`src/core/ttp_pkg.sv`:
```
// Package for the eight-bit timer pair: register map, field layouts,
// reset values, counting modes and compare actions.
// Assumes an 8-bit register port with byte addresses.
package ttp_pkg;

  // ==========================================================
  // Widths
  localparam int TTP_DW = 8;
  localparam int TTP_AW = 8;

  // ==========================================================
  // Global register offsets
  localparam logic [7:0] TTP_OFF_TICK = 8'h00;
  localparam logic [7:0] TTP_OFF_FLAGS = 8'h01;
  localparam logic [7:0] TTP_OFF_CPUIRQ = 8'h02;
  localparam logic [7:0] TTP_OFF_IEN = 8'h03;

  // Timer bases (timer 0 at 0x10, timer 1 at 0x20) and local offsets
  localparam logic [7:0] TTP_BASE_T0 = 8'h10;
  localparam logic [7:0] TTP_BASE_T1 = 8'h20;
  localparam logic [3:0] TTP_LOC_CNT = 4'h0;
  localparam logic [3:0] TTP_LOC_CTL = 4'h1;
  localparam logic [3:0] TTP_LOC_CCTL0 = 4'h2;
  localparam logic [3:0] TTP_LOC_CC0 = 4'h3;
  localparam logic [3:0] TTP_LOC_CCTL1 = 4'h4;
  localparam logic [3:0] TTP_LOC_CC1 = 4'h5;

  // ==========================================================
  // Flag register bit positions, per timer t at 3*t + position
  localparam int TTP_FLG_OVF = 0;
  localparam int TTP_FLG_CH0 = 1;
  localparam int TTP_FLG_CH1 = 2;
  localparam int TTP_FLG_PER_TIMER = 3;

  // ==========================================================
  // Counting modes (timer_control[1:0])
  localparam logic [1:0] TTP_MODE_FREE = 2'h0;
  localparam logic [1:0] TTP_MODE_DOWN = 2'h1;
  localparam logic [1:0] TTP_MODE_MOD = 2'h2;
  localparam logic [1:0] TTP_MODE_UPDN = 2'h3;

  // Compare actions (compare control[1:0])
  localparam logic [1:0] TTP_ACT_SET = 2'h0;
  localparam logic [1:0] TTP_ACT_CLR = 2'h1;
  localparam logic [1:0] TTP_ACT_TGL = 2'h2;
  localparam logic [1:0] TTP_ACT_NONE = 2'h3;

  // ==========================================================
  // Reset values and terminal counts
  localparam logic [7:0] TTP_RST_BYTE = 8'h00;
  localparam logic [7:0] TTP_CNT_TOP = 8'hFF;
  localparam logic [7:0] TTP_CNT_ZERO = 8'h00;
  localparam logic [2:0] TTP_RST_TICK = 3'h0;

  // ==========================================================
  // Register layouts
  // timer_control: [7:5] prescale, [4] start, [3] ovf mask, [2] clear, [1:0] mode
  typedef struct packed {
    logic [2:0] prescale_select;
    logic start;
    logic overflow_irq_mask;
    logic counter_clear;
    logic [1:0] mode;
  } ttp_ctl_t;

  // Compare control: [2] irq mask, [1:0] action
  typedef struct packed {
    logic irq_mask;
    logic [1:0] action;
  } ttp_cctl_t;

  // Per-timer events of one clock cycle
  typedef struct packed {
    logic cmp1;
    logic cmp0;
    logic ovf;
  } ttp_evt_t;

  localparam ttp_ctl_t TTP_RST_CTL = '0;
  localparam ttp_cctl_t TTP_RST_CCTL = '0;

endpackage

```
`src/core/ttp_prescaler.sv`:
```
// Power-of-two tick divider: passes one of every 2**select input ticks.
// Assumes tick_in is a one-cycle pulse on clk_sys.
`timescale 1ns/100ps
module ttp_prescaler
  import ttp_pkg::*;
#(
  parameter int W = 7
)
(
  input wire logic clk_sys,
  input wire logic resetn,
  input wire logic enable,
  input wire logic [2:0] select,
  input wire logic tick_in,
  output logic tick_out
);

  logic [W-1:0] count;
  wire [W-1:0] mask = W'((8'h01 << select) - 8'h01);
  wire advance = enable && tick_in;
  wire hit = advance && ((count & mask) == mask);

  // Count is held while disabled so a halted timer ignores ticks
  always_ff @(posedge clk_sys or negedge resetn)
  begin
    if (!resetn)
    begin
      count <= '0;
      tick_out <= 1'b0;
    end
    else
    begin
      if (advance)
        count <= count + W'(1);
      tick_out <= hit;
    end
  end

endmodule

```
`src/core/ttp_timer_pair.sv`:
```
// Two 8-bit timers with prescaler, four counting modes and two compare
// channels each, with flags, masked CPU requests and DMA triggers.
// Assumes a one-cycle register port on clk_sys; read data the next cycle.
//
// Behaviour
// - each timer has 8-bit up/down counter
// - tick from system, prescaled by 1..128
// - counter value readable through counter register
// - writing one to clear resets counter
// - writing start one begins counting
// - writing start zero halts, keeps value
// - free-running counts up from 0x00
// - free-running wraps 0xFF to 0x00
// - free-running sets overflow flag at 0xFF
// - CPU flag on overflow only if masked-in
// - request needs overflow mask and timer enable; here a compare event with its channel irq mask also raises it
// - two compare channels, one pin each
// - compare sets, clears or toggles pin
// - free, modulo, down and up/down modes
// - interrupts on compare and terminal count
// - modulo counts to compare zero, wraps
// - down loads compare zero, stops at zero
// - up/down counts up then down, repeats
// - every compare gives own DMA pulse
//
// The placing of the registers and the address-and-strobe port were chosen for this implementation.
`timescale 1ns/100ps
module ttp_timer_pair
  import ttp_pkg::*;
(
  input wire logic clk_sys,
  input wire logic resetn,
  input wire logic [TTP_AW-1:0] reg_addr,
  input wire logic [TTP_DW-1:0] reg_wdata,
  input wire logic reg_wr,
  input wire logic reg_rd,
  output logic [TTP_DW-1:0] reg_rdata,
  output logic [3:0] cmp_out,
  output logic [3:0] dma_trig,
  output logic [1:0] irq_req
);

  // ==========================================================
  // Address decode
  wire [3:0] loc = reg_addr[3:0];
  // The two timer pages and the four global registers at 0x00-0x03 decode; the rest of the map reads zero
  wire t0_page = (reg_addr[7:4] == TTP_BASE_T0[7:4]);
  wire t1_page = (reg_addr[7:4] == TTP_BASE_T1[7:4]);
  wire t_hit = t0_page || t1_page;
  wire t_sel = reg_addr[5];
  wire wr_tick = reg_wr && (reg_addr == TTP_OFF_TICK);
  wire wr_flags = reg_wr && (reg_addr == TTP_OFF_FLAGS);
  wire wr_cpuirq = reg_wr && (reg_addr == TTP_OFF_CPUIRQ);
  wire wr_ien = reg_wr && (reg_addr == TTP_OFF_IEN);

  // ==========================================================
  // Global state
  logic [2:0] tick_speed_select;
  logic [5:0] timer_irq_flags;
  logic [1:0] timer_cpu_irq_flag;
  logic [1:0] timer_irq_enable;
  logic sys_tick;

  // Per-timer state
  ttp_ctl_t ctl [2];
  ttp_cctl_t cctl0 [2];
  ttp_cctl_t cctl1 [2];
  logic [7:0] cnt [2];
  logic [7:0] cc0_buf [2];
  logic [7:0] cc0 [2];
  logic [7:0] cc1 [2];
  ttp_evt_t evt [2];
  logic [1:0] masked_evt;

  // ==========================================================
  // System tick divider
  ttp_prescaler #(.W(7)) u_tick_div
  (
    .clk_sys(clk_sys),
    .resetn(resetn),
    .enable(1'b1),
    .select(tick_speed_select),
    .tick_in(1'b1),
    .tick_out(sys_tick)
  );

  always_ff @(posedge clk_sys or negedge resetn)
  begin
    if (!resetn)
      tick_speed_select <= TTP_RST_TICK;
    else if (wr_tick)
      tick_speed_select <= reg_wdata[2:0];
  end

  // ==========================================================
  // Timers
  genvar t;
  generate
    for (t = 0; t < 2; t++)
    begin : g_timer
      wire sel_me = t_hit && (t_sel == 1'(t));
      wire wr_ctl = reg_wr && sel_me && (loc == TTP_LOC_CTL);
      wire wr_cctl0 = reg_wr && sel_me && (loc == TTP_LOC_CCTL0);
      wire wr_cc0 = reg_wr && sel_me && (loc == TTP_LOC_CC0);
      wire wr_cctl1 = reg_wr && sel_me && (loc == TTP_LOC_CCTL1);
      wire wr_cc1 = reg_wr && sel_me && (loc == TTP_LOC_CC1);
      ttp_ctl_t wctl;
      assign wctl = ttp_ctl_t'(reg_wdata);

      logic dir_up;
      logic tick_raw;
      logic [1:0] pin;

      // Prescaler runs only while started
      ttp_prescaler #(.W(7)) u_div
      (
        .clk_sys(clk_sys),
        .resetn(resetn),
        .enable(ctl[t].start),
        .select(ctl[t].prescale_select),
        .tick_in(sys_tick),
        .tick_out(tick_raw)
      );
      // A tick already in flight when start drops must not move the count
      wire tick = tick_raw && ctl[t].start;

      // Next counter value per mode
      wire [7:0] c = cnt[t];
      wire at_zero = (c == TTP_CNT_ZERO);
      wire at_top = (c == cc0[t]);
      wire [7:0] inc = c + 8'h01;
      wire [7:0] dec = c - 8'h01;
      wire [1:0] mode = ctl[t].mode;
      wire turn_down = at_top && !at_zero;
      wire [7:0] nx_free = inc;
      wire [7:0] nx_mod = at_top ? TTP_CNT_ZERO : inc;
      wire [7:0] nx_down = at_zero ? TTP_CNT_ZERO : dec;
      wire [7:0] nx_ud = dir_up ? (turn_down ? dec : inc) : (at_zero ? inc : dec);
      wire [7:0] next_cnt = (mode == TTP_MODE_FREE) ? nx_free :
                            (mode == TTP_MODE_MOD) ? nx_mod :
                            (mode == TTP_MODE_DOWN) ? nx_down : nx_ud;
      wire next_dir = dir_up ? !turn_down : at_zero;

      // Terminal-count and compare events
      wire ovf_free = (next_cnt == TTP_CNT_TOP);
      wire ovf_mod = (next_cnt == cc0[t]);
      wire ovf_zero = (next_cnt == TTP_CNT_ZERO) && !at_zero;
      wire ovf_hit = (mode == TTP_MODE_FREE) ? ovf_free :
                     (mode == TTP_MODE_MOD) ? ovf_mod : ovf_zero;
      wire cmp0_hit = (mode == TTP_MODE_UPDN) ? ovf_zero : (next_cnt == cc0[t]);
      wire cmp1_hit = (next_cnt == cc1[t]);
      assign evt[t].ovf = tick && ovf_hit;
      assign evt[t].cmp0 = tick && cmp0_hit;
      assign evt[t].cmp1 = tick && cmp1_hit;
      wire start_rise = wr_ctl && wctl.start && !ctl[t].start;
      // Clear beats the down-mode load, which beats a tick
      wire do_clear = wr_ctl && wctl.counter_clear;
      wire do_load = start_rise && (wctl.mode == TTP_MODE_DOWN);

      // Control and compare registers
      always_ff @(posedge clk_sys or negedge resetn)
      begin
        if (!resetn)
        begin
          ctl[t] <= TTP_RST_CTL;
          cctl0[t] <= TTP_RST_CCTL;
          cctl1[t] <= TTP_RST_CCTL;
          cc0_buf[t] <= TTP_RST_BYTE;
          cc1[t] <= TTP_RST_BYTE;
        end
        else
        begin
          if (wr_ctl)
            ctl[t] <= {wctl[7:3], 1'b0, wctl[1:0]};
          if (wr_cctl0)
            cctl0[t] <= reg_wdata[2:0];
          if (wr_cctl1)
            cctl1[t] <= reg_wdata[2:0];
          if (wr_cc0)
            cc0_buf[t] <= reg_wdata;
          if (wr_cc1)
            cc1[t] <= reg_wdata;
        end
      end

      // Counter; compare value 0 is taken over only at count zero
      always_ff @(posedge clk_sys or negedge resetn)
      begin
        if (!resetn)
        begin
          cnt[t] <= TTP_RST_BYTE;
          dir_up <= 1'b1;
          cc0[t] <= TTP_RST_BYTE;
        end
        else
        begin
          if (at_zero)
            cc0[t] <= cc0_buf[t];
          if (do_clear)
          begin
            cnt[t] <= TTP_CNT_ZERO;
            dir_up <= 1'b1;
          end
          else if (do_load)
            cnt[t] <= cc0_buf[t];
          else if (tick)
          begin
            cnt[t] <= next_cnt;
            dir_up <= next_dir;
          end
        end
      end

      // Compare pins and DMA triggers
      function automatic logic apply(input logic [1:0] act, input logic cur);
        case (act)
          TTP_ACT_SET: apply = 1'b1;
          TTP_ACT_CLR: apply = 1'b0;
          TTP_ACT_TGL: apply = !cur;
          default: apply = cur;
        endcase
      endfunction

      always_ff @(posedge clk_sys or negedge resetn)
      begin
        if (!resetn)
        begin
          pin <= 2'b00;
          dma_trig[2*t +: 2] <= 2'b00;
        end
        else
        begin
          if (evt[t].cmp0)
            pin[0] <= apply(cctl0[t].action, pin[0]);
          if (evt[t].cmp1)
            pin[1] <= apply(cctl1[t].action, pin[1]);
          dma_trig[2*t +: 2] <= {evt[t].cmp1, evt[t].cmp0};
        end
      end
      assign cmp_out[2*t +: 2] = pin;

      // Overflow gated by its mask; compares by their channel masks
      assign masked_evt[t] = (evt[t].ovf && ctl[t].overflow_irq_mask) ||
                             (evt[t].cmp0 && cctl0[t].irq_mask) ||
                             (evt[t].cmp1 && cctl1[t].irq_mask);
    end
  endgenerate

  // ==========================================================
  // Flags: software writes zero to clear, a same-cycle event wins
  wire [5:0] flag_set = {evt[1], evt[0]};
  wire [5:0] flag_keep = wr_flags ? (timer_irq_flags & reg_wdata[5:0]) : timer_irq_flags;
  wire [5:0] next_flags = flag_keep | flag_set;
  wire [1:0] cpu_keep = wr_cpuirq ? (timer_cpu_irq_flag & reg_wdata[1:0]) : timer_cpu_irq_flag;
  wire [1:0] next_cpu = cpu_keep | masked_evt;
  wire [1:0] next_irq = timer_cpu_irq_flag & timer_irq_enable;

  always_ff @(posedge clk_sys or negedge resetn)
  begin
    if (!resetn)
    begin
      timer_irq_flags <= '0;
      timer_cpu_irq_flag <= '0;
      timer_irq_enable <= '0;
      irq_req <= '0;
    end
    else
    begin
      timer_irq_flags <= next_flags;
      timer_cpu_irq_flag <= next_cpu;
      if (wr_ien)
        timer_irq_enable <= reg_wdata[1:0];
      irq_req <= next_irq;
    end
  end

  // ==========================================================
  // Read path
  wire [7:0] t_cnt = cnt[t_sel];
  wire [7:0] t_ctl = ctl[t_sel];
  wire [7:0] t_cctl0 = {5'h00, cctl0[t_sel]};
  wire [7:0] t_cctl1 = {5'h00, cctl1[t_sel]};
  wire [7:0] t_word = (loc == TTP_LOC_CNT) ? t_cnt :
                      (loc == TTP_LOC_CTL) ? t_ctl :
                      (loc == TTP_LOC_CCTL0) ? t_cctl0 :
                      (loc == TTP_LOC_CC0) ? cc0_buf[t_sel] :
                      (loc == TTP_LOC_CCTL1) ? t_cctl1 :
                      (loc == TTP_LOC_CC1) ? cc1[t_sel] : 8'h00;
  wire [7:0] g_word = (reg_addr == TTP_OFF_TICK) ? {5'h00, tick_speed_select} :
                      (reg_addr == TTP_OFF_FLAGS) ? {2'h0, timer_irq_flags} :
                      (reg_addr == TTP_OFF_CPUIRQ) ? {6'h00, timer_cpu_irq_flag} :
                      (reg_addr == TTP_OFF_IEN) ? {6'h00, timer_irq_enable} : 8'h00;
  wire [7:0] rd_word = t_hit ? t_word : g_word;
  wire [7:0] next_rdata = reg_rd ? rd_word : 8'h00;

  always_ff @(posedge clk_sys or negedge resetn)
  begin
    if (!resetn)
      reg_rdata <= TTP_RST_BYTE;
    else
      reg_rdata <= next_rdata;
  end

endmodule

```
`config.mk`:
```
export PLATFORM = sky130hd
export DESIGN_NAME = ttp_timer_pair
export DESIGN_NICKNAME = d
export VERILOG_FILES = /design/src/core/ttp_pkg.sv /design/src/core/ttp_prescaler.sv /design/src/core/ttp_timer_pair.sv
export SDC_FILE = /design/constraint.sdc
export NUM_CORES = 1
export LEC_CHECK = 0
export ABC_AREA = 1
export BUFFER_PORTS_ARGS = -buffer_cell sky130_fd_sc_hd__buf_2
export CORE_ASPECT_RATIO = 1.75
export CORE_UTILIZATION = 62
export DETAILED_ROUTE_END_ITERATION = 10
export HOLD_SLACK_MARGIN = 0.05
export MAX_ROUTING_LAYER = met4
export PLACE_DENSITY = 0.9
export SLEW_MARGIN = 20
export SYNTH_ARGS = -nofsm -noshare
export SYNTH_HDL_FRONTEND = slang
export SYNTH_HIERARCHICAL = 1
export SYNTH_SLANG_ARGS = --single-unit
```
`constraint.sdc`:
```
create_clock -name clk_sys -period 2.75 [get_ports clk_sys]
set_input_delay 0.4125 -clock clk_sys [delete_from_list [all_inputs] [get_ports clk_sys]]
set_output_delay 0.4125 -clock clk_sys [all_outputs]
set_load 0.05 [all_outputs]
```
# Yosys cells after proc, flatten, opt, wreduce, memory -nomap -nowiden
# Cells that the tools add are included.
[op_classes]
add_sub_neg = 10
n_lt_le_gt_ge = 1
eq_ne = 38
shift = 3
muxes = 72
n_bitwise = 10
n_reduce_logical = 89
[op_table]
columns = ["cell", "n"]
rows = [
  ["8-bit 2-to-1 mux", 42],
  ["8-bit equality test", 6],
  ["1-bit logical AND", 48],
  ["8-bit logical NOT", 5],
  ["7-bit by 1-bit adder with 7-bit output, second input constant", 3],
  ["7-bit AND", 3],
  ["7-bit equality test", 3],
  ["1-bit by 3-bit << shifter with 7-bit output, first input constant", 3],
  ["7-bit by 1-bit subtractor with 7-bit output, second input constant", 3],
  ["3-bit 2-to-1 mux", 6],
  ["6-bit 2-to-1 mux", 3],
  ["3-bit nonzero test", 6],
  ["8-bit by 1-bit adder with 8-bit output, second input constant", 2],
  ["2-bit equality test, second input constant", 8],
  ["8-bit by 2-bit equality test with 1-bit output, second input constant", 2],
  ["8-bit equality test, second input constant", 2],
  ["8-bit by 1-bit subtractor with 8-bit output, second input constant", 2],
  ["2-bit by 1-bit equality test with 1-bit output, second input constant", 7],
  ["1-bit 2-to-1 mux", 14],
  ["4-bit by 2-bit equality test with 1-bit output, second input constant", 3],
  ["2-bit logical NOT", 6],
  ["1-bit one-hot mux with 3 select lines", 4],
  ["2-bit AND reduction", 6],
  ["1-bit logical NOT", 10],
  ["15 further kinds", 26],
]
[word_totals]
regBits = 147
inputBits = 20
output_inout_bits = 18

# Longest topological paths before layout
# Gate-level depths: netlist (run 1).
[logic_depth]
ltp_word = 17
depth_mapped = 21

# Hierarchy
# Netlist (run 1), hierarchy kept.
[modules_own_cells]
columns = ["module", "instances", "cells_per_inst", "area_each_um2", "seq_area_each_um2"]
rows = [
  ["ttp_timer_pair", 1, 1203, 8309.2, 3080.5],
  ["ttp_prescaler", 3, 54, 444.2, 200.2],
]

# Least setup slack after synthesis (run 1)
# No wires, ideal clock.
[synth_timing]
path_kind = "reg2reg"
start = "reg cnt, in the netlist g_timer[0].c[1]"
end = "reg g_timer[0].pin[0]"
setup_time_ns = 0.118
arrival_ns = 2.048
required_time_ns = 2.632
slack_ns = 0.584
path_stages_with_launch = 21
n_path_buf = 1
cell_sequence = "dfrtp_1 -> inv_1 -> ha_1 -> nand3_1 -> nor2_4 -> inv_2 -> buf_6 -> nand2_2 -> nand3_2 -> nand2_1 -> nand2_1 -> nand3_2 -> nand2_1 -> nand2_1 -> nand2_1 -> nor2_1 -> nand2_1 -> nand2_1 -> nand4_1 -> nand2_1 -> nand2_1"
[synth_via]
elab_chain_len = 13
[synth_lines]
columns = ["element", "line", "rtl"]
rows = [
  ["start, declared", "ttp_timer_pair.sv:68", "logic [7:0] cnt [2];"],
  ["start signal, assigned by index", "ttp_timer_pair.sv:205", "cnt[t] <= cc0_buf[t];"],
  ["start signal, assigned by index", "ttp_timer_pair.sv:208", "cnt[t] <= next_cnt;"],
  ["branches (longest 10 deep; another with 8-bit by 1-bit subtractor with 8-bit output)", "n/a", ""],
  ["1-bit 2-to-1 mux (*)", "ttp_timer_pair.sv:150", "wire cmp0_hit = (mode == TTP_MODE_UPDN) ? ovf_zero : (next_cnt == cc0[t]);"],
  ["1-bit logical AND (*)", "ttp_timer_pair.sv:153", "assign evt[t].cmp0 = tick && cmp0_hit;"],
  ["2-bit AND reduction (no line) (*)", "n/a", ""],
  ["end signal, assigned", "ttp_timer_pair.sv:234", "pin[0] <= apply(cctl0[t].action, pin[0]);"],
  ["end, declared", "ttp_timer_pair.sv:112", "logic [1:0] pin;"],
]
# Mark *: on every way between the ends.
# A chain may end at the register's enable or synchronous reset.

==> results of run 1 <==
-- final cells by class --
cell class / count / area [µm²]
Antenna cell: 1 / 2.502
Clock buffer: 17 / 425.4
Clock inverter: 14 / 167.7
Fill cell: 1271 / 4384
Inverter: 190 / 723.2
Multi-Input combinational cell: 998 / 5136
Sequential cell: 147 / 3690
Tap cell: 186 / 232.7
Timing Repair Buffer: 79 / 553.0
-- registers in the layout, summed over array words and instances (netlist names) --
register	count
g_timer.mode	4
reg_rdata	8
cc1	16
timer_cpu_irq_flag	2
u_tick_div/tick_out	1
g_timer.pin	4
tick_speed_select	3
g_timer.dir_up	2
ctl	10
dma_trig	4
timer_irq_enable	2
cctl0	6
cctl1	6
cc0	16
irq_req	2
g_timer.c	16
cc0_buf	16
u_tick_div/count	7
timer_irq_flags	6
g_timer.u_div/count	14
g_timer.u_div/tick_out	2
-- worst reg2reg max path: stages, from the launching register on --
cell and delay (ns):
dfrtp_1 0.46, buf_4 0.19, nor2_4 0.17, nand2_1 0.11, nor2_4 0.16, inv_4 0.11
nand3_2 0.13, nand2_1 0.07, o211ai_1 0.11, nand2_2 0.14, nand2_2 0.13, nand2_1 0.09
nand3_1 0.07, nor2_1 0.04, nand3b_1 0.14, nor2_2 0.07, a21oi_1 0.14, nand3_1 0.13
-- power breakdown --
group / internal (W) / total [W] / switching [W]
combinational: 0.000845 / 0.00260 / 0.00176
clock: 0.00137 / 0.00242 / 0.00105
sequential: 0.00239 / 0.00271 / 0.000319
-- worst min-delay path by stage --
| stage | slack (ns) | startpoint | endpoint | cells after the start |
|---|---|---|---|---|
| after floorplan | 0.12 | resetn | cc0[0] | 0 |
| after global placement | 0.42 | resetn | cc0[15] | 1 |
| after detailed placement | 0.43 | resetn | cc0[15] | 1 |
| after CTS | 0.26 | reg_wdata[6] | cc1[14] | 3 |
| after global routing | 0.27 | reg_wdata[6] | ctl[14] | 3 |
| final | 0.27 | reg_wdata[6] | cc1[14] | 3 |
-- synth_stat cells, types with 17 or more instances --
library cell	n	area, µm²
a21oi_1	57	285.3
dfrtp_1	145	3628
inv_1	158	593.1
inv_2	29	108.9
nand2_1	386	1449
nand2_2	21	131.4
nand3_1	77	385.4
nand4_1	31	193.9
nor2_1	111	416.7
o21ai_0	129	645.6
o22ai_1	17	106.4
xnor2_1	17	148.9
xor2_1	28	245.2
-- cell families after synthesis --
logic type                 Yosys count  synth area share
and+or+nand+nor                    689            0.3236
AOI/OAI and AO/OA                  249            0.1427
buffers and inverters              221           0.09434
DFF                                147            0.3818
xor gates and xnor gates            45           0.04088
adders and majority gates            9           0.01168
muxes                                4          0.004542
other                                1         0.0003889
-- timing repair --
action,4_1_cts,5_1_grt
hold buffers,1,0
endpoints found under the setup margin,3,16
setup buffers,0,3
endpoints found under the hold margin,57,0
resized for setup,5,31
cloned,0,2
pin swaps,0,5
-- stage by stage --
stage / util / std cells
3_5_place_dp: 0.6633 / 1594
5_1_grt: 0.7137 / 1632
4_1_cts: 0.7034 / 1626
2_1_floorplan: - / 1366
6_report: 0.7137 / 1632
3_3_place_gp: 0.6633 / 1594
-- cell usage in the layout, fill, tap and decap left out, drive strengths merged, types with 9 or more instances in the layout --
master	Yosys	final
a21oi	60	60
nand3	86	86
inv	188	197
ha	9	9
o211ai	9	9
o21ai	145	145
nand2	410	410
buf	17	77
xor2	28	28
dfrtp	145	145
xnor2	17	17
nor3	20	20
o22ai	17	17
nand4	31	31
nor2	135	135
clkbuf	14	18
-- layer usage --
layer,GRT usage,vias to the layer above,wire [µm],share of wire
li1,-,4544,-,-
met1,0.4880,4588,11300,0.35
met2,0.6741,594,15550,0.48
met3,0.09954,210,2678,0.083
met4,0.3102,0,2740,0.085
met5,-,-,0,0
==> results.sh, run 1 <==
export IMPL_antenna_found_initial=1
export IMPL_drtIter0Drc=951
export IMPL_grtUsageTotal=0.4374
export IMPL_wl_per_cell_um=19.77
export IMPL_syn_area_mm2=0.009642
export IMPL_die_w_um=96.27
export IMPL_finalSetupTns_ns=0
export IMPL_avgSynthCellArea_um2=7.064
export IMPL_r2r_start="g_timer[1].c[2]"
export IMPL_period_share=0.9467
export IMPL_port_buffers=37
export IMPL_r2r_end="timer_cpu_irq_flag[1]"
export IMPL_max_stage_delay_ns=0.46
export IMPL_design_area_mm2=0.01093
export IMPL_dp_hpwl_um=24120
export IMPL_yosysUniqueCellTypes=52
export IMPL_crit_end="timer_cpu_irq_flag[1]"
export IMPL_area_delta_synth_final_pct=13.37
export IMPL_reg2reg_depth=17
export IMPL_power_leakage_nw=5.421
export IMPL_crit_required_ns=3.04
export IMPL_hp_class="in2reg"
export IMPL_first_global_vias=9737
export IMPL_cellPowerDensity_mw_per_mm2=707.0
export IMPL_drc=0
export IMPL_crit_start="g_timer[1].c[2]"
export IMPL_wl_um=32270
export IMPL_cts_sinks=147
export IMPL_max_slew_margin_rel=0.5795
export IMPL_htreeDepth=4
export IMPL_hold_viol=0
export IMPL_worstSkewPairLatency_ns=0.43
export IMPL_worstSetupPathType="reg2reg"
export IMPL_syn_inst=1365
export IMPL_start_util=0.6296
export IMPL_worst_setup_path_start_kind="flip-flop"
export IMPL_worst_pin_slew_ns=0.6307
export IMPL_reg2reg_slack_ns=0.15
export IMPL_synthArstFlopShare=1.000
export IMPL_max_cap_viol_count=0
export IMPL_place_area_mm2=0.01016
export IMPL_ys_flop_type="dfrtp_1"
export IMPL_vdd_drop_max_v=0.0004397
export IMPL_fin_ws_ns=0.1467
export IMPL_path_depth=17
export IMPL_skew_ns=0.01060
export IMPL_nets=1462
export IMPL_ys_warn_count=6
export IMPL_die_h_um=167.0
export IMPL_cp_arrival_ns=2.90
export IMPL_hold_slack_ns=0.2672
export IMPL_layout_drive_gt1_share=0.1640
export IMPL_gr_total_overflow=0
export IMPL_endpoint_kind="flip-flop"
export IMPL_vias_per_cell=6.088
export IMPL_seq_area_frac_synth=0.3818
export IMPL_fin_crit_ns=2.603
export IMPL_crit_top_cell="nand2_1"
export IMPL_cts_root_buf="clkbuf_16"
export IMPL_synth_seq_cells=147
export IMPL_slew_viol_final=0
export IMPL_path_buf_inv=2
export IMPL_gp_congestion=1.057
export IMPL_vias=9936
export IMPL_max_freq_mhz=384.1
export IMPL_cts_tree="built"
export IMPL_synth_edff_count=0
export IMPL_path_clk_slew_ns=0.07
export IMPL_setup_viol=0
export IMPL_place_ws_ns=-0.02595
export IMPL_outcome="finished clean"
export IMPL_rsz0062_at_grt="true"
export IMPL_crit_fanout=12
export IMPL_core_area_mm2=0.01531
export IMPL_postRouteAntennaNets=0
export IMPL_grt_max_degree=63
export IMPL_pin_count=38
export IMPL_clock_path_buffers=2
export IMPL_power_total_w=0.007728
export IMPL_cpMaxStageDelayCell="dfrtp_1"
export IMPL_cpLargestDelayFamily="simple AND/OR/NAND/NOR gates"
export IMPL_path_cells="buf_4, nor2_4, nand2_1, nor2_4, inv_4, nand3_2, nand2_1, o211ai_1, nand2_2, nand2_2, nand2_1, nand3_1, nor2_1, nand3b_1, nor2_2, a21oi_1, nand3_1"
export IMPL_row_count=60
export IMPL_cts_inserted_buffers=17
export IMPL_die_area_mm2=0.01607
export IMPL_first_pass_iters=5
export IMPL_grt_pass1_wl_um=50560
Power figures use the tool's default switching activity.
==> run 2: changes to the inputs <==
CORE_ASPECT_RATIO = 1.5   (was 1.75)
==> run 2 against run 1 <==
Global-route usage down 2.6 points. Combinational power is 2% lower. Cell count grew 0.37%. Clock skew about the same. Power decreased by 0.94%. Utilization about the same. Worst hold slack worse by 0.0046 ns. Sequential cell count did not move. Critical endpoint is now g_timer[1].pin[1].
==> results.sh, run 2 (synthesized netlist as in run 1, its figures left out) <==
export IMPL_outcome="finished clean"
export IMPL_finalSetupTns_ns=0
export IMPL_wl_per_cell_um=19.04
export IMPL_max_cap_viol_count=0
export IMPL_seq_power_share=0.352
export IMPL_hold_slack_ns=0.2626
export IMPL_hp_class="in2reg"
export IMPL_htreeDepth=4
export IMPL_endpoint_kind="flip-flop"
export IMPL_die_h_um=154.7
export IMPL_area_delta_synth_final_pct=12.11
export IMPL_skew_ns=0.01098
export IMPL_worstHoldPathCells=3
export IMPL_row_count=55
export IMPL_port_buffers=37
export IMPL_cts_root_buf="clkbuf_16"
export IMPL_final_common_cell="nand2_1"
export IMPL_drtIter0Drc=1097
export IMPL_r2r_start="cc0[7]"
export IMPL_slew_viol_final=0
export IMPL_crit_required_ns=3.07
export IMPL_p_sw_w=0.003075
export IMPL_worst_pin_slew_ns=0.6726
export IMPL_fin_crit_ns=2.620
export IMPL_cellPowerDensity_mw_per_mm2=708.2
export IMPL_nets=1456
export IMPL_clockPowerShare=0.313
export IMPL_power_share_switching=0.4016
export IMPL_vdd_drop_max_v=0.0004927
export IMPL_first_pass_iters=8
export IMPL_max_slew_margin_rel=0.5516
export IMPL_rsz0062_at_grt="false"
export IMPL_diodes=0
export IMPL_r2r_end="g_timer[1].pin[1]"
export IMPL_crit_top_cell="nand2_1"
export IMPL_postRouteAntennaNets=0
export IMPL_power_leakage_nw=5.368
export IMPL_cpMaxStageDelayCell="dfrtp_1"
export IMPL_holdCritStartpoint="reg_wdata[2]"
export IMPL_wl_um=31190
export IMPL_path_cells="inv_1, nand2_1, nand2_1, nor2_1, nand2_1, nor2_4, nand3_1, nand2_1, nand2_1, nand2_2, xor2_1, nand2_1, nor3_2, nand4_1, nand2_1, o21ai_1"
export IMPL_cp_arrival_ns=2.94
export IMPL_cts_tree="built"
export IMPL_first_global_vias=9460
export IMPL_path_clk_slew_ns=0.07
export IMPL_internal_power_w=0.004581
export IMPL_layout_drive_gt1_share=0.1515
export IMPL_antenna_found_initial=0
export IMPL_power_total_w=0.007655
export IMPL_setup_viol=0
export IMPL_worst_setup_path_start_kind="flip-flop"
export IMPL_crit_start="cc0[7]"
export IMPL_worstSkewPairLatency_ns=0.44
export IMPL_hold_viol=0
export IMPL_crit_fanout=8
export IMPL_worstSetupPathType="reg2reg"
export IMPL_fin_ws_ns=0.1295
export IMPL_grtUsageTotal=0.4116
export IMPL_grt_max_degree=71
export IMPL_period_share=0.9529
export IMPL_hold_end="cctl0[5]"
export IMPL_die_w_um=103.8
export IMPL_core_area_mm2=0.01514
export IMPL_final_cell_mix="nand2_1 (383), inv_1 (155), dfrtp_1 (142)"
export IMPL_gr_total_overflow=0
export IMPL_fin_util=0.7140
export IMPL_cts_inserted_buffers=17
export IMPL_max_freq_mhz=381.6
export IMPL_vias=9897
export IMPL_dp_hpwl_um=23580
export IMPL_gp_congestion=1.082
export IMPL_reg2reg_depth=16
export IMPL_reg2reg_slack_ns=0.13
export IMPL_pin_count=38
export IMPL_cts_sinks=147
export IMPL_vias_per_cell=6.042
export IMPL_drc=0
export IMPL_start_util=0.6369
export IMPL_grt_pass1_wl_um=48910
export IMPL_place_ws_ns=0.09547
export IMPL_max_stage_delay_ns=0.49
export IMPL_clock_path_buffers=2
export IMPL_power_frac_comb=0.334
export IMPL_die_area_mm2=0.01606
## run 2: cell types whose count changed in the layout (fill, tap and decap cells not counted), sizes merged
cell    before  now
clkinv       3    5
inv        197  195
buf         77   72
clkbuf      18   17
diode        1    0
## run 2: metal layers
metal,global-route usage,vias to the layer above,part of all wire
li1,-,4535,-
met1,0.4722,4597,0.37
met2,0.6517,575,0.46
met3,0.06827,190,0.087
met4,0.3020,0,0.083
met5,-,-,0
## run 2: final cells by class
cell class / count / area (µm²)
clock buffer: 17 / 425.4
clock inverter: 14 / 167.7
fill: 1229 / 4330
inverter: 190 / 720.7
multi-input combinational: 998 / 5072
sequential: 147 / 3685
tap: 199 / 249.0
timing repair buffer: 73 / 489.2
## run 2: timing repair
action / in CTS / in global routing
hold endpoints to repair: 66 / 0
hold buffers: 1 / 0
resized for setup: 0 / 17
setup endpoints to repair: 0 / 13
buffers inserted: 0 / 3
## run 2: worst max path at each step
| stage | end | slack [ns] | cells past startpoint |
|---|---|---|---|
| final | g_timer[1].pin[1] | 0.13 | 16 |
| after global routing | timer_cpu_irq_flag[0] | 0.0009 | 17 |
| after CTS | timer_cpu_irq_flag[0] | 0.08 | 19 |
| after detailed placement | timer_cpu_irq_flag[0] | 0.1 | 19 |
| after global placement | g_timer[0].pin[1] | 0.13 | 20 |
| after floorplan | g_timer[0].pin[0] | 0.58 | 20 |
## run 2: power groups by stage
stage | combinational (W) | sequential [W] | clock, W
after floorplan | 0.00186 | 0.00260 | 0
after global placement | 0.00241 | 0.00271 | 0
after detailed placement | 0.00246 | 0.00273 | 0
after CTS | 0.00248 | 0.00269 | 0.00238
after global routing | 0.00280 | 0.00272 | 0.00247
final | 0.00256 | 0.00270 | 0.00240
## run 2: stage by stage
step	instances	instance area, µm²
2_1_floorplan	1366	9646
3_3_place_gp	1603	10140
3_5_place_dp	1603	10140
4_1_cts	1635	10750
5_1_grt	1638	10810
6_report	1638	10810
## run 2: worst max-delay path: cells and delay by family, from the launching register on
family / cells / cell delay (ns)
flops: 1 / 0.49
xor+xnor: 1 / 0.25
compound gates: 1 / 0.07
simple gates: 13 / 1.52
buf+inv: 1 / 0.17
==> run 3: changes to the inputs <==
CORE_UTILIZATION = 30   (was 62)
PLACE_DENSITY = 0.55   (was 0.9)
==> run 3 against run 2 <==
Clock power increased by 7%. Die area is 100% higher. Critical path type unchanged. Utilization decreased by 35 points. Via count decreased by 3.9%. Clock skew decreased by 0.0011 ns.
==> results.sh, run 3 (synthesized netlist as in run 1, its figures left out) <==
export IMPL_hp_class="in2reg"
export IMPL_period_share=0.9460
export IMPL_cts_root_buf="clkbuf_16"
export IMPL_finalSetupTns_ns=0
export IMPL_slew_viol_final=0
export IMPL_hold_slack_ns=0.2498
export IMPL_gr_total_overflow=0
export IMPL_max_freq_mhz=384.4
export IMPL_cp_arrival_ns=2.98
export IMPL_start_util=0.3039
export IMPL_reg2reg_depth=15
export IMPL_max_slew_margin_rel=0.5613
export IMPL_r2r_end="timer_cpu_irq_flag[1]"
export IMPL_cts_inserted_buffers=17
export IMPL_worstSkewPairLatency_ns=0.45
export IMPL_vdd_drop_max_v=0.0004667
export IMPL_antenna_found_initial=0
export IMPL_crit_required_ns=3.13
export IMPL_clock_path_buffers=2
export IMPL_first_pass_iters=5
export IMPL_htreeDepth=4
export IMPL_path_clk_slew_ns=0.07
export IMPL_die_w_um=148.4
export IMPL_skew_ns=0.009867
export IMPL_worst_pin_slew_ns=0.6580
export IMPL_nets=1505
export IMPL_grt_max_degree=62
export IMPL_grtUsageTotal=0.2340
export IMPL_cts_sinks=147
export IMPL_gp_congestion=0.9896
export IMPL_final_cell_mix="nand2_1 (381), inv_1 (155), dfrtp_1 (137)"
export IMPL_layout_drive_gt1_share=0.1860
export IMPL_wl_um=35730
export IMPL_drc=0
export IMPL_fin_crit_ns=2.602
export IMPL_grt_pass1_wl_um=55240
export IMPL_worstSetupPathType="reg2reg"
export IMPL_final_common_cell="nand2_1"
export IMPL_cellPowerDensity_mw_per_mm2=703.2
export IMPL_pin_count=38
export IMPL_core_area_mm2=0.03173
export IMPL_outcome="finished clean"
export IMPL_rsz0062_at_grt="true"
export IMPL_max_cap_viol_count=0
export IMPL_hold_end="cctl0[5]"
export IMPL_cts_tree="built"
export IMPL_r2r_start="cc0[7]"
export IMPL_first_global_vias=9693
export IMPL_die_h_um=221.6
export IMPL_postRouteAntennaNets=0
export IMPL_hold_viol=0
export IMPL_die_area_mm2=0.03287
export IMPL_vias_per_cell=5.009
export IMPL_vias=9512
export IMPL_drtIter0Drc=576
export IMPL_power_leakage_nw=5.633
export IMPL_dp_hpwl_um=28730
export IMPL_area_delta_synth_final_pct=19.66
export IMPL_row_count=80
export IMPL_wl_per_cell_um=18.82
export IMPL_power_total_w=0.008113
export IMPL_endpoint_kind="flip-flop"
export IMPL_setup_viol=0
export IMPL_reg2reg_slack_ns=0.15
export IMPL_worstHoldPathCells=3
export IMPL_crit_fanout=6
export IMPL_port_buffers=37
export IMPL_holdCritStartpoint="reg_wdata[2]"
export IMPL_diodes=0
export IMPL_worst_setup_path_start_kind="flip-flop"
## run 3: changes by cell type in the layout (fill, tap and decap cells not counted), sizes merged
cell | previous run | this run
clkinv | 5 | 4
clkinvlp | 2 | 3
buf | 72 | 121
clkbuf | 17 | 19
bufinv | 2 | 4
inv | 195 | 192
## run 3: repair_timing
item,4_1_cts,5_1_grt
resized for setup,3,27
setup endpoints to repair,3,14
hold endpoints to repair,56,0
buffers inserted,0,8
hold buffers,1,0
pin swaps,0,3
## run 3: area by class of cell
class / instances / area [µm²]
tap: 410 / 513.0
sequential: 147 / 3691
inverter: 190 / 718.2
fill: 3378 / 20190
clock buffer: 19 / 442.9
timing repair buffer: 122 / 877.1
clock inverter: 13 / 195.2
multi-input combinational: 998 / 5100
## run 3: power by group
| part | internal (W) | total (W) | switching (W) |
|---|---|---|---|
| combinational | 0.00102 | 0.00287 | 0.00185 |
| sequential | 0.00239 | 0.00267 | 0.000276 |
| clock | 0.00156 | 0.00257 | 0.00102 |
## run 3: routing by layer
metal	vias to the layer above	part of all wire	track usage
met4	0	0.074	0.1586
met3	119	0.037	0.03333
met1	4482	0.36	0.2351
li1	4642	-	-
met5	-	0	-
met2	269	0.53	0.4147
## run 3: worst max path at each step
stage                          startpoint                     to  slack (ns)  depth (start not counted)
after CTS                 g_timer[1].c[0]  timer_cpu_irq_flag[1]       0.007                         18
after floorplan           g_timer[0].c[1]      g_timer[0].pin[0]        0.58                         20
after detailed placement  g_timer[1].c[0]  timer_cpu_irq_flag[1]       -0.05                         18
after global routing      g_timer[1].c[0]  timer_cpu_irq_flag[1]       -0.02                         19
final                              cc0[7]  timer_cpu_irq_flag[1]        0.15                         15
after global placement    g_timer[1].c[0]  timer_cpu_irq_flag[1]       -0.08                         18
## run 3: worst max-delay path, stage by stage (launching register included)
cell	delay, ns
dfrtp_2	0.45
inv_1	0.18
nand2_1	0.08
nand2_1	0.07
nor2_1	0.05
nand2_1	0.11
nor2_4	0.07
o21ai_2	0.29
nand2_1	0.16
nand2_2	0.15
xor2_2	0.27
buf_4	0.16
nand3_1	0.08
nor2_1	0.22
a21oi_1	0.09
nand3_1	0.10
## run 3: through the flow
step	utilization	worst slack, ns	cells	instance area, µm²
global route	0.3636	-0.01570	1899	11540
CTS	0.3597	0.006995	1891	11410
global placement	0.3388	-0.08252	1858	10750
finish	0.3636	0.1484	1899	11540
floorplan	-	0.5837	1366	9646
detailed placement	0.3388	-0.04834	1858	10750
